--- src/verilog/dram_timing_defs.vh ---
// Purpose: Constants of the DRAM timing cycle converter controller
// Assumes: AXI4-Lite byte addresses, 32-bit data
// Notes: Times are in picoseconds, counts in DRAM clock cycles
`ifndef DRAM_TIMING_DEFS_VH
`define DRAM_TIMING_DEFS_VH

// Register byte offsets
`define REG_CTRL 8'h00
`define REG_STATUS 8'h04
`define REG_TCK 8'h08
`define REG_RATE 8'h0c
`define REG_PARAM_FIRST 8'h10
`define REG_PARAM_LAST 8'h2c
`define REG_CMD 8'h30
`define REG_READOUT_GAP 8'h34
`define REG_RES_FIRST 8'h40
`define REG_RES_LAST 8'h4c
`define REG_UI 8'h50

// Parameter slots, index = (offset - 0x10) / 4
`define P_WR 3'd0
`define P_WR_CM 3'd1
`define P_WTRS 3'd2
`define P_WTRS_CM 3'd3
`define P_WTRL 3'd4
`define P_WTRL_CM 3'd5
`define P_REFI 3'd6
`define P_MOD 3'd7

// Control fields
`define CTRL_CRC 0
`define CTRL_MASK 1
`define CTRL_VREF_OK 2

// Command fields and kinds
`define CMD_KIND_HI 2
`define CMD_MR_HI 6
`define CMD_MR_LO 4
`define CMD_ADDR_LO 16
`define KIND_OTHER 3'd0
`define KIND_MRS 3'd1
`define KIND_GEAR_MRS 3'd2
`define KIND_PDA_MRS 3'd3
`define MR_PREAMBLE 3'd4
`define MR_SEVENTH 3'd7
`define ADDR_TOGGLE_BIT 11
`define ADDR_LENGTH_BIT 12

// Rounding, gap and rate constants
`define SCALE 36'd1000
`define SCALE_DEN 16'd1000
`define CORRECTION 36'd974
`define MR7_GAP 8'd5
`define GEAR_EXTRA 8'd4
`define RATE_SLOW 16'd1600
`define RATE_A 16'd2400
`define RATE_B 16'd2666
`define RATE_C 16'd3200
`define TCK_1600_PS 16'd1250

// Reset values
`define TCK_RESET 16'd1250
`define RATE_RESET 16'd1600

// Bus answers
`define RESP_OKAY 2'b00
`define RESP_SLVERR 2'b10

`endif

--- src/verilog/dram_timing_ctrl.v ---
// Purpose: Converts timing in ps to DRAM clock counts and paces commands
// Assumes: dram_ck comes from the far side and is sampled by aclk
// Notes: Registers over AXI4-Lite; commands leave on DRAM clock edges
`include "dram_timing_defs.vh"
`timescale 1ns/100ps
`default_nettype none

module dram_timing_ctrl
(
	input wire aclk,
	input wire aresetn,
	input wire [7:0] awaddr,
	input wire awvalid,
	output wire awready,
	input wire [31:0] wdata,
	input wire [3:0] wstrb,
	input wire wvalid,
	output wire wready,
	output reg [1:0] bresp,
	output reg bvalid,
	input wire bready,
	input wire [7:0] araddr,
	input wire arvalid,
	output wire arready,
	output reg [31:0] rdata,
	output reg [1:0] rresp,
	output reg rvalid,
	input wire rready,
	input wire dram_ck,
	input wire readout_burst_end,
	output reg dram_cmd_valid,
	output reg [2:0] dram_cmd_kind,
	output reg [2:0] dram_mr,
	output reg [15:0] dram_addr,
	output reg dram_sync
);

localparam [4:0] S_IDLE = 5'b00001;
localparam [4:0] S_DIV1 = 5'b00010;
localparam [4:0] S_DIV2 = 5'b00100;
localparam [4:0] S_STORE = 5'b01000;
localparam [4:0] S_NEXT = 5'b10000;

reg [4:0] ctrl;
reg [15:0] tck_ps;
reg [15:0] rate;
reg [23:0] param [0:7];
reg [15:0] res [0:3];
reg [15:0] readout_gap;
reg [4:0] state;
reg [1:0] job;
reg dirty;
reg div_start;
reg [35:0] div_num;
reg [15:0] div_den;
wire div_busy;
wire div_done;
wire [35:0] div_quot;
reg [7:0] aw_addr;
reg aw_held;
reg [31:0] w_data;
reg w_held;
reg cmd_pending;
reg [31:0] cmd_word;
reg refused;
reg ck_s1;
reg ck_s2;
reg ck_s3;
reg ck_level;
reg ck_rise;
reg [7:0] hold_cnt;
reg hold_all;
reg [7:0] sync_cnt;
reg sync_wait;
reg gap_run;
reg [15:0] gap_cnt;
wire crc_mask;
wire fast_rate;
wire slow_rate;
wire refresh_unmet;
wire [2:0] waddr_idx;
wire [2:0] kind;
wire [2:0] mr;
wire [15:0] cmd_addr;
wire is_mrs;
wire bad_preamble;
wire bad_pda;
wire blocked;
wire [7:0] mod_cyc;
wire [7:0] sync_len;
wire [7:0] cmd_len;
wire [15:0] ui_ps;
reg [23:0] p_sel;
reg [31:0] rd_word;
reg rd_ok;

assign crc_mask = ctrl[`CTRL_CRC] & ctrl[`CTRL_MASK];
assign fast_rate = (rate == `RATE_A) | (rate == `RATE_B) | (rate == `RATE_C);
assign slow_rate = rate < `RATE_SLOW;
assign refresh_unmet = {8'h0, tck_ps} > param[`P_REFI];
assign ui_ps = slow_rate ? (`TCK_1600_PS >> 1) : (tck_ps >> 1);
assign mod_cyc = param[`P_MOD][7:0];
assign sync_len = mod_cyc + `GEAR_EXTRA + {7'h0, mod_cyc[0]};
assign cmd_len = mod_cyc + {7'h0, mod_cyc[0]};
assign kind = cmd_word[`CMD_KIND_HI:0];
assign mr = cmd_word[`CMD_MR_HI:`CMD_MR_LO];
assign cmd_addr = cmd_word[31:`CMD_ADDR_LO];
assign is_mrs = kind != `KIND_OTHER;
assign bad_preamble = (mr == `MR_PREAMBLE) & ~fast_rate &
	(cmd_addr[`ADDR_TOGGLE_BIT] | cmd_addr[`ADDR_LENGTH_BIT]);
assign bad_pda = (kind == `KIND_PDA_MRS) & ~ctrl[`CTRL_VREF_OK];
assign blocked = sync_wait | ((hold_cnt != 8'h0) & (hold_all | ~is_mrs));
// Slot = (offset - 0x10) / 4
assign waddr_idx = {~aw_addr[4], aw_addr[3:2]};

cycle_divider u_div
(
	.aclk(aclk),
	.aresetn(aresetn),
	.start(div_start),
	.num(div_num),
	.den(div_den),
	.busy(div_busy),
	.done(div_done),
	.quot(div_quot)
);

// Parameter picked for the current job
always @*
begin
	case (job)
		2'd0: p_sel = crc_mask ? param[`P_WR_CM] : param[`P_WR];
		2'd1: p_sel = crc_mask ? param[`P_WTRS_CM] : param[`P_WTRS];
		2'd2: p_sel = crc_mask ? param[`P_WTRL_CM] : param[`P_WTRL];
		default: p_sel = param[`P_REFI];
	endcase
end

// Conversion sequencer
always @(posedge aclk)
begin
	if (!aresetn)
	begin
		state <= S_IDLE;
		job <= 2'd0;
		div_start <= 1'b0;
		div_num <= 36'h0;
		div_den <= 16'h1;
		res[0] <= 16'h0;
		res[1] <= 16'h0;
		res[2] <= 16'h0;
		res[3] <= 16'h0;
	end
	else
	begin
		div_start <= 1'b0;
		case (state)
			S_IDLE:
			begin
				job <= 2'd0;
				if (dirty)
					state <= S_NEXT;
			end
			S_NEXT:
			begin
				div_den <= tck_ps;
				if (job == 2'd3)
					div_num <= {12'h0, p_sel} + {20'h0, tck_ps} - 36'h1;
				else
					div_num <= {12'h0, p_sel} * `SCALE;
				div_start <= 1'b1;
				state <= S_DIV1;
			end
			S_DIV1:
			begin
				if (div_done && job == 2'd3)
					state <= S_STORE;
				else if (div_done)
				begin
					div_num <= div_quot + `CORRECTION;
					div_den <= `SCALE_DEN;
					div_start <= 1'b1;
					state <= S_DIV2;
				end
			end
			S_DIV2:
			begin
				if (div_done)
					state <= S_STORE;
			end
			S_STORE:
			begin
				res[job] <= (div_quot[35:16] != 20'h0) ? 16'hffff :
					div_quot[15:0];
				job <= job + 2'd1;
				state <= (job == 2'd3) ? S_IDLE : S_NEXT;
			end
			default: state <= S_IDLE;
		endcase
	end
end

// AXI4-Lite write side and register stores
assign awready = ~aw_held & ~bvalid;
assign wready = ~w_held & ~bvalid;

always @(posedge aclk)
begin
	if (!aresetn)
	begin
		aw_held <= 1'b0;
		w_held <= 1'b0;
		aw_addr <= 8'h0;
		w_data <= 32'h0;
		bvalid <= 1'b0;
		bresp <= `RESP_OKAY;
		ctrl <= 5'h0;
		tck_ps <= `TCK_RESET;
		rate <= `RATE_RESET;
		param[0] <= 24'h0;
		param[1] <= 24'h0;
		param[2] <= 24'h0;
		param[3] <= 24'h0;
		param[4] <= 24'h0;
		param[5] <= 24'h0;
		param[6] <= 24'h0;
		param[7] <= 24'h0;
		dirty <= 1'b1;
		cmd_pending <= 1'b0;
		cmd_word <= 32'h0;
	end
	else
	begin
		if (awvalid && awready)
		begin
			aw_addr <= awaddr;
			aw_held <= 1'b1;
		end
		if (wvalid && wready)
		begin
			w_data <= wdata;
			w_held <= 1'b1;
		end
		if (bvalid && bready)
			bvalid <= 1'b0;
		if (state == S_NEXT && job == 2'd0)
			dirty <= 1'b0;
		if (ck_rise && cmd_pending && !blocked && !dirty &&
			state == S_IDLE)
			cmd_pending <= 1'b0;
		if (aw_held && w_held)
		begin
			aw_held <= 1'b0;
			w_held <= 1'b0;
			bvalid <= 1'b1;
			bresp <= `RESP_OKAY;
			if (aw_addr == `REG_CTRL)
			begin
				ctrl <= w_data[4:0];
				dirty <= 1'b1;
			end
			else if (aw_addr == `REG_TCK)
			begin
				tck_ps <= (w_data[15:0] == 16'h0) ? 16'h1 : w_data[15:0];
				dirty <= 1'b1;
			end
			else if (aw_addr == `REG_RATE)
				rate <= w_data[15:0];
			else if (aw_addr >= `REG_PARAM_FIRST &&
				aw_addr <= `REG_PARAM_LAST && aw_addr[1:0] == 2'b00)
			begin
				param[waddr_idx] <= w_data[23:0];
				dirty <= 1'b1;
			end
			else if (aw_addr == `REG_CMD && !cmd_pending)
			begin
				cmd_word <= w_data;
				cmd_pending <= 1'b1;
			end
			else if (aw_addr != `REG_CMD)
				bresp <= `RESP_SLVERR;
		end
	end
end

// Read decode
always @*
begin
	rd_ok = 1'b1;
	rd_word = 32'h0;
	case (araddr)
		`REG_CTRL: rd_word = {27'h0, ctrl};
		`REG_STATUS: rd_word = {26'h0, blocked, cmd_pending, refresh_unmet,
			slow_rate, refused, (state != S_IDLE) | dirty};
		`REG_TCK: rd_word = {16'h0, tck_ps};
		`REG_RATE: rd_word = {16'h0, rate};
		`REG_CMD: rd_word = cmd_word;
		`REG_READOUT_GAP: rd_word = {16'h0, readout_gap};
		`REG_UI: rd_word = {16'h0, ui_ps};
		default:
		begin
			if (araddr >= `REG_PARAM_FIRST && araddr <= `REG_PARAM_LAST &&
				araddr[1:0] == 2'b00)
				rd_word = {8'h0, param[{~araddr[4], araddr[3:2]}]};
			else if (araddr >= `REG_RES_FIRST && araddr <= `REG_RES_LAST &&
				araddr[1:0] == 2'b00)
				rd_word = {16'h0, res[araddr[3:2]]};
			else
				rd_ok = 1'b0;
		end
	endcase
end

assign arready = ~rvalid;

always @(posedge aclk)
begin
	if (!aresetn)
	begin
		rvalid <= 1'b0;
		rdata <= 32'h0;
		rresp <= `RESP_OKAY;
	end
	else if (arvalid && arready)
	begin
		rvalid <= 1'b1;
		rdata <= rd_word;
		rresp <= rd_ok ? `RESP_OKAY : `RESP_SLVERR;
	end
	else if (rready)
		rvalid <= 1'b0;
end

// DRAM clock sampling and edge finding
always @(posedge aclk)
begin
	if (!aresetn)
	begin
		ck_s1 <= 1'b0;
		ck_s2 <= 1'b0;
		ck_s3 <= 1'b0;
		ck_level <= 1'b0;
		ck_rise <= 1'b0;
	end
	else
	begin
		ck_s1 <= dram_ck;
		ck_s2 <= ck_s1;
		ck_s3 <= ck_s2;
		ck_rise <= 1'b0;
		if (ck_s2 == ck_s3 && ck_s2 != ck_level)
		begin
			ck_level <= ck_s2;
			ck_rise <= ck_s2;
		end
	end
end

// Command pacing on DRAM clock edges
always @(posedge aclk)
begin
	if (!aresetn)
	begin
		dram_cmd_valid <= 1'b0;
		dram_cmd_kind <= 3'h0;
		dram_mr <= 3'h0;
		dram_addr <= 16'h0;
		dram_sync <= 1'b0;
		hold_cnt <= 8'h0;
		hold_all <= 1'b0;
		sync_cnt <= 8'h0;
		sync_wait <= 1'b0;
		refused <= 1'b0;
		gap_run <= 1'b0;
		gap_cnt <= 16'h0;
		readout_gap <= 16'h0;
	end
	else
	begin
		if (readout_burst_end)
		begin
			gap_run <= 1'b1;
			gap_cnt <= 16'h0;
		end
		else if (ck_rise && gap_run && gap_cnt != 16'hffff)
			gap_cnt <= gap_cnt + 16'h1;
		if (ck_rise)
		begin
			dram_cmd_valid <= 1'b0;
			dram_sync <= 1'b0;
			if (hold_cnt != 8'h0)
				hold_cnt <= hold_cnt - 8'h1;
			if (sync_wait)
			begin
				if (sync_cnt <= 8'h1)
				begin
					sync_wait <= 1'b0;
					dram_sync <= 1'b1;
					hold_cnt <= cmd_len;
					hold_all <= 1'b1;
				end
				else
					sync_cnt <= sync_cnt - 8'h1;
			end
			else if (cmd_pending && !blocked && !dirty && state == S_IDLE)
			begin
				refused <= bad_preamble | bad_pda;
				if (!(bad_preamble | bad_pda))
				begin
					dram_cmd_valid <= 1'b1;
					dram_cmd_kind <= kind;
					dram_mr <= mr;
					dram_addr <= cmd_addr;
					if (is_mrs && gap_run && !readout_burst_end)
					begin
						readout_gap <= gap_cnt;
						gap_run <= 1'b0;
					end
					if (is_mrs && mr == `MR_SEVENTH)
					begin
						hold_cnt <= `MR7_GAP;
						hold_all <= 1'b0;
					end
					if (kind == `KIND_GEAR_MRS)
					begin
						sync_wait <= 1'b1;
						sync_cnt <= sync_len;
					end
				end
			end
		end
	end
end

endmodule

`default_nettype wire

--- src/verilog/cycle_divider.v ---
// Purpose: Sequential restoring divider, one quotient bit per cycle
// Assumes: start only while not busy
// Notes: done pulses in the same cycle as the last bit lands in quot
`timescale 1ns/100ps
`default_nettype none

module cycle_divider
(
	input wire aclk,
	input wire aresetn,
	input wire start,
	input wire [35:0] num,
	input wire [15:0] den,
	output reg busy,
	output reg done,
	output wire [35:0] quot
);

reg [35:0] n;
reg [16:0] r;
reg [5:0] cnt;
wire [16:0] trial;

assign trial = {r[15:0], n[35]};
assign quot = n;

always @(posedge aclk)
begin
	if (!aresetn)
	begin
		n <= 36'h0;
		r <= 17'h0;
		cnt <= 6'h0;
		busy <= 1'b0;
		done <= 1'b0;
	end
	else
	begin
		done <= 1'b0;
		if (start)
		begin
			n <= num;
			r <= 17'h0;
			cnt <= 6'd36;
			busy <= 1'b1;
		end
		else if (busy)
		begin
			if (trial >= {1'b0, den})
			begin
				r <= trial - {1'b0, den};
				n <= {n[34:0], 1'b1};
			end
			else
			begin
				r <= trial;
				n <= {n[34:0], 1'b0};
			end
			cnt <= cnt - 6'h1;
			if (cnt == 6'h1)
			begin
				busy <= 1'b0;
				done <= 1'b1;
			end
		end
	end
end

endmodule

`default_nettype wire

--- config.mk ---
export PLATFORM = sky130hd
export DESIGN_NAME = dram_timing_ctrl
export DESIGN_NICKNAME = d
export VERILOG_FILES = /design/src/verilog/dram_timing_ctrl.v /design/src/verilog/cycle_divider.v
export VERILOG_INCLUDE_DIRS = /design/src /design/src/verilog
export SDC_FILE = /design/constraint.sdc
export NUM_CORES = 2
export LEC_CHECK = 0
export ABC_AREA = 1
export BUFFER_PORTS_ARGS = -buffer_cell sky130_fd_sc_hd__buf_2
export CELL_PAD_IN_SITES_DETAIL_PLACEMENT = 1
export CELL_PAD_IN_SITES_GLOBAL_PLACEMENT = 1
export CORE_UTILIZATION = 41
export CTS_BUF_LIST = sky130_fd_sc_hd__clkbuf_8
export CTS_CLUSTER_DIAMETER = 120
export DETAILED_ROUTE_END_ITERATION = 16
export GPL_ROUTABILITY_DRIVEN = 0
export PLACE_DENSITY = 0.74
export SYNTH_ARGS = -nofsm -noshare
export SYNTH_HDL_FRONTEND = slang
export SYNTH_SLANG_ARGS = --single-unit
--- constraint.sdc ---
create_clock -name aclk -period 4.9 [get_ports aclk]
set_input_delay 1.225 -clock aclk [delete_from_list [all_inputs] [get_ports aclk]]
set_output_delay 1.225 -clock aclk [all_outputs]
set_load 0.02 [all_outputs]
==> results.json <==
{
  "cts_buffers": 107,
  "dieArea_sq_um": 90580,
  "clk_path_buf_depth": 3,
  "cp-start-kind": "register",
  "violations": "setup timing",
  "vias": 35890,
  "worstRegToRegCells": 29,
  "r2r-start": "job[1]",
  "tritoncts": "yes",
  "design_area_sq_um": 43870,
  "grt_usage_pct": 30.94,
  "root_buffer": "clkbuf_8",
  "run_status": "finished, violations left",
  "setup_ws_ns": -0.5109,
  "ys_seq_elements": 606,
  "drive_above_1_share_pct": 16.12,
  "pre_cts_slack_ns": -0.8963,
  "finalCriticalPeriod_ns": 5.411,
  "fmax_mhz": 184.8,
  "postCtsHoldBufs": 0,
  "min_to": "ck_s2",
  "area_delta_synth_final_pct": 19.73,
  "drtIter0Drc": 2714,
  "fp.dieW_um": 301.0,
  "cp.arrival_ns": 6.03,
  "syn_avg_cell_area_sq_um": 7.448,
  "die_h_um": 301.0,
  "final_common_cell": "nand2_1",
  "initial_utilization_pct": 41.40,
  "hold_viol": 0,
  "drc": 0,
  "period_share_pct": 110.4,
  "worst-path-max-fanout": 7,
  "insertion_delay_ns": 0.78,
  "antenna_found_initial": 7,
  "yosysSeqAreaShare_pct": 40.10,
  "grt_setup_unrepaired": "true",
  "port-buffer-count": 119,
  "whs_path_depth": 2,
  "final_cell_mix": "1033 x nand2_1, 702 x inv_1, 582 x nor2_1, 346 x dfxtp_1, 294 x a21oi_1",
  "routedWlPerCell_um": 21.92,
  "critPathRequiredTime_ns": 5.52,
  "clk_pin_slew_ns": 0.07,
  "grt_first_pass_wirelength_mm": 215.3,
  "crit_path_end_kind": "register",
  "routed_via_density": 5.519,
  "critPathMaxStageDelay_ns": 0.52,
  "yosysWarnings": 0,
  "cts_sinks": 606,
  "grt_max_degree": 70,
  "fp-row-count": 109,
  "ios": 126,
  "post_dp_cell_area_sq_um": 40270,
  "power_density_nw_per_um2": 351.4,
  "grt_overflow": 0,
  "leakage_nw": 19.97,
  "drv_cap": 0,
  "tightest_slew_ns": 1.003,
  "dr.pass1.iters": 5,
  "setup_viol_count_final": 25,
  "r2r_end": "div_num[17]",
  "hold_class": "reg -> reg",
  "syn_area_sq_um": 36650,
  "nFillCells": 11020,
  "post-dp-hpwl_mm": 101.9,
  "ir_drop_mv": 0.2594,
  "setup_tns_ns": -9.716,
  "coreArea_sq_um": 88510,
  "slew_viol_final": 0,
  "worstHoldStart": "ck_s1",
  "fin_nets": 5547,
  "grt_pass1_vias": 36740,
  "criticalPathCategory": "reg -> reg",
  "ys_types": 58,
  "synthCells": 4920,
  "rrSetupSlack_ns": -0.51,
  "crit_slowest_cell": "fa_1",
  "relSlewSlack_pct": 32.40,
  "ant_nets": 0,
  "wirelength_mm": 142.5,
  "htreeDepth": 3,
  "skew_ns": 0.05719
}
==> state kept, by name, indices dropped and copies added, names as in the netlist, 16 cells and up <==
register and cells:
param 192, tck_ps 16, rate 16, readout_gap 16
rdata 32, res 64, dram_addr 16, u_div.quot 36
div_den 16, div_num 36, w_data 32, cmd_word 32
gap_cnt 16, u_div.r 16
==> layer usage <==
layer | track usage [%] | wire [um] | up-vias | share of wire (%)
li1 | - | - | 16760 | -
met1 | 40.30 | 61010 | 17600 | 43
met2 | 51.36 | 66410 | 1179 | 47
met3 | 4.863 | 9041 | 341 | 6.3
met4 | 11.95 | 6026 | 8 | 4.2
met5 | 0 | 45 | - | 0.032
==> metrics by stage <==
stage | cells | total power, mW | utilization (%) | hold slack, ns
finish | 6503 | 15.42 | 49.57 | 0.4119
global route | 6502 | 16.12 | 49.57 | 0.4374
CTS | 6482 | 15.04 | 48.97 | 0.4176
detailed placement | 6256 | 9.713 | 45.50 | 0.4034
global placement | 6256 | 9.599 | 45.50 | 0.3934
floorplan | 4921 | 8.114 | - | 0.3905
==> where the power goes <==
part	leakage (nW)	switching [mW]	internal, mW
Combinational	13.2	3.04	1.92
Clock	1.25	2.32	2.56
Sequential	5.48	0.124	5.45
==> how the worst max path moves through the flow <==
stage	end	slack, ns	start
after global placement	div_num[32]	-0.79	job[1]
after floorplan	div_num[32]	-0.01	job[1]
after global routing	div_num[29]	-0.73	job[1]
after detailed placement	div_num[33]	-0.90	job[1]
final	div_num[17]	-0.51	job[1]
after CTS	div_num[23]	-0.47	job[1]
==> synthesized netlist by cell type, drive strengths merged <==
cell type  number  area [sq um]
a211o           9         78.83
a211oi         49         367.9
a21boi          2         15.02
a21o            5         37.54
a21oi         317          1587
a221oi          3         26.28
a22oi          44         330.3
a31oi          24         150.1
a41oi           2         17.52
and2            3         18.77
and3            3         18.77
buf            73         366.6
clkbuf        137         514.2
clkinv         21         83.83
conb            1         3.750
dfxtp         350          7007
edfxtp        256          7687
fa             88          1762
ha            155          1939
inv           717          2691
nand2        1104          4184
nand3         256          1281
nand3b         23         172.7
nand4          68         437.9
nor2          620          2374
nor3           65         346.6
nor3b           2         15.01
nor4           26         190.2
o2111ai        22         192.7
o211ai         17         127.6
o21a            3         22.52
o21ai         326          1632
o21bai         11         82.58
o221ai         12         105.1
o22ai          47         294.0
o31a            1         8.760
o31ai           5         37.54
or2             4         25.02
or3             6         37.54
xnor2          16         140.1
xor2           27         236.5
==> worst max-delay path: cells and delay by family, from the launching register on <==
kind,cells,cell delay (ns)
buffers and inverters,9,0.90
DFF,1,0.35
and+or+nand+nor,9,0.94
adders and majority gates,6,2.50
AOI/OAI and AO/OA,5,0.59
==> cell type report <==
cell class	instances	area, sq um	share of cell area [%]
inverters	738	2804	6.391
clock buffers	125	1720	3.921
well taps	1165	1458	3.322
multi-input cells	3367	19520	44.49
flip-flops and latches	606	14700	33.51
diodes	3	7.507	0.01711
clock inverters	76	476.7	1.087
repair buffers	423	3183	7.255
==> cell families (layout without fill, tap and decap cells) <==
logic type / count (synthesis) / count (layout) / share of synthesized area [%]
fa+ha+maj: 243 / 243 / 10.10
flops: 606 / 606 / 40.10
compound gates: 899 / 899 / 13.95
simple gates: 2180 / 2180 / 24.84
buf+inv: 948 / 1362 / 9.977
other cells: 1 / 5 / 0.01023
xor+xnor: 43 / 43 / 1.028
==> repair_timing <==
| item | in CTS | in global routing |
|---|---|---|
| gates cloned | 1 | 1 |
| setup buffers | 25 | 18 |
| gates resized for setup | 172 | 108 |
| pin swaps | 49 | 44 |
| endpoints found under the setup margin | 26 | 26 |
Power figures use the tool's default switching activity.
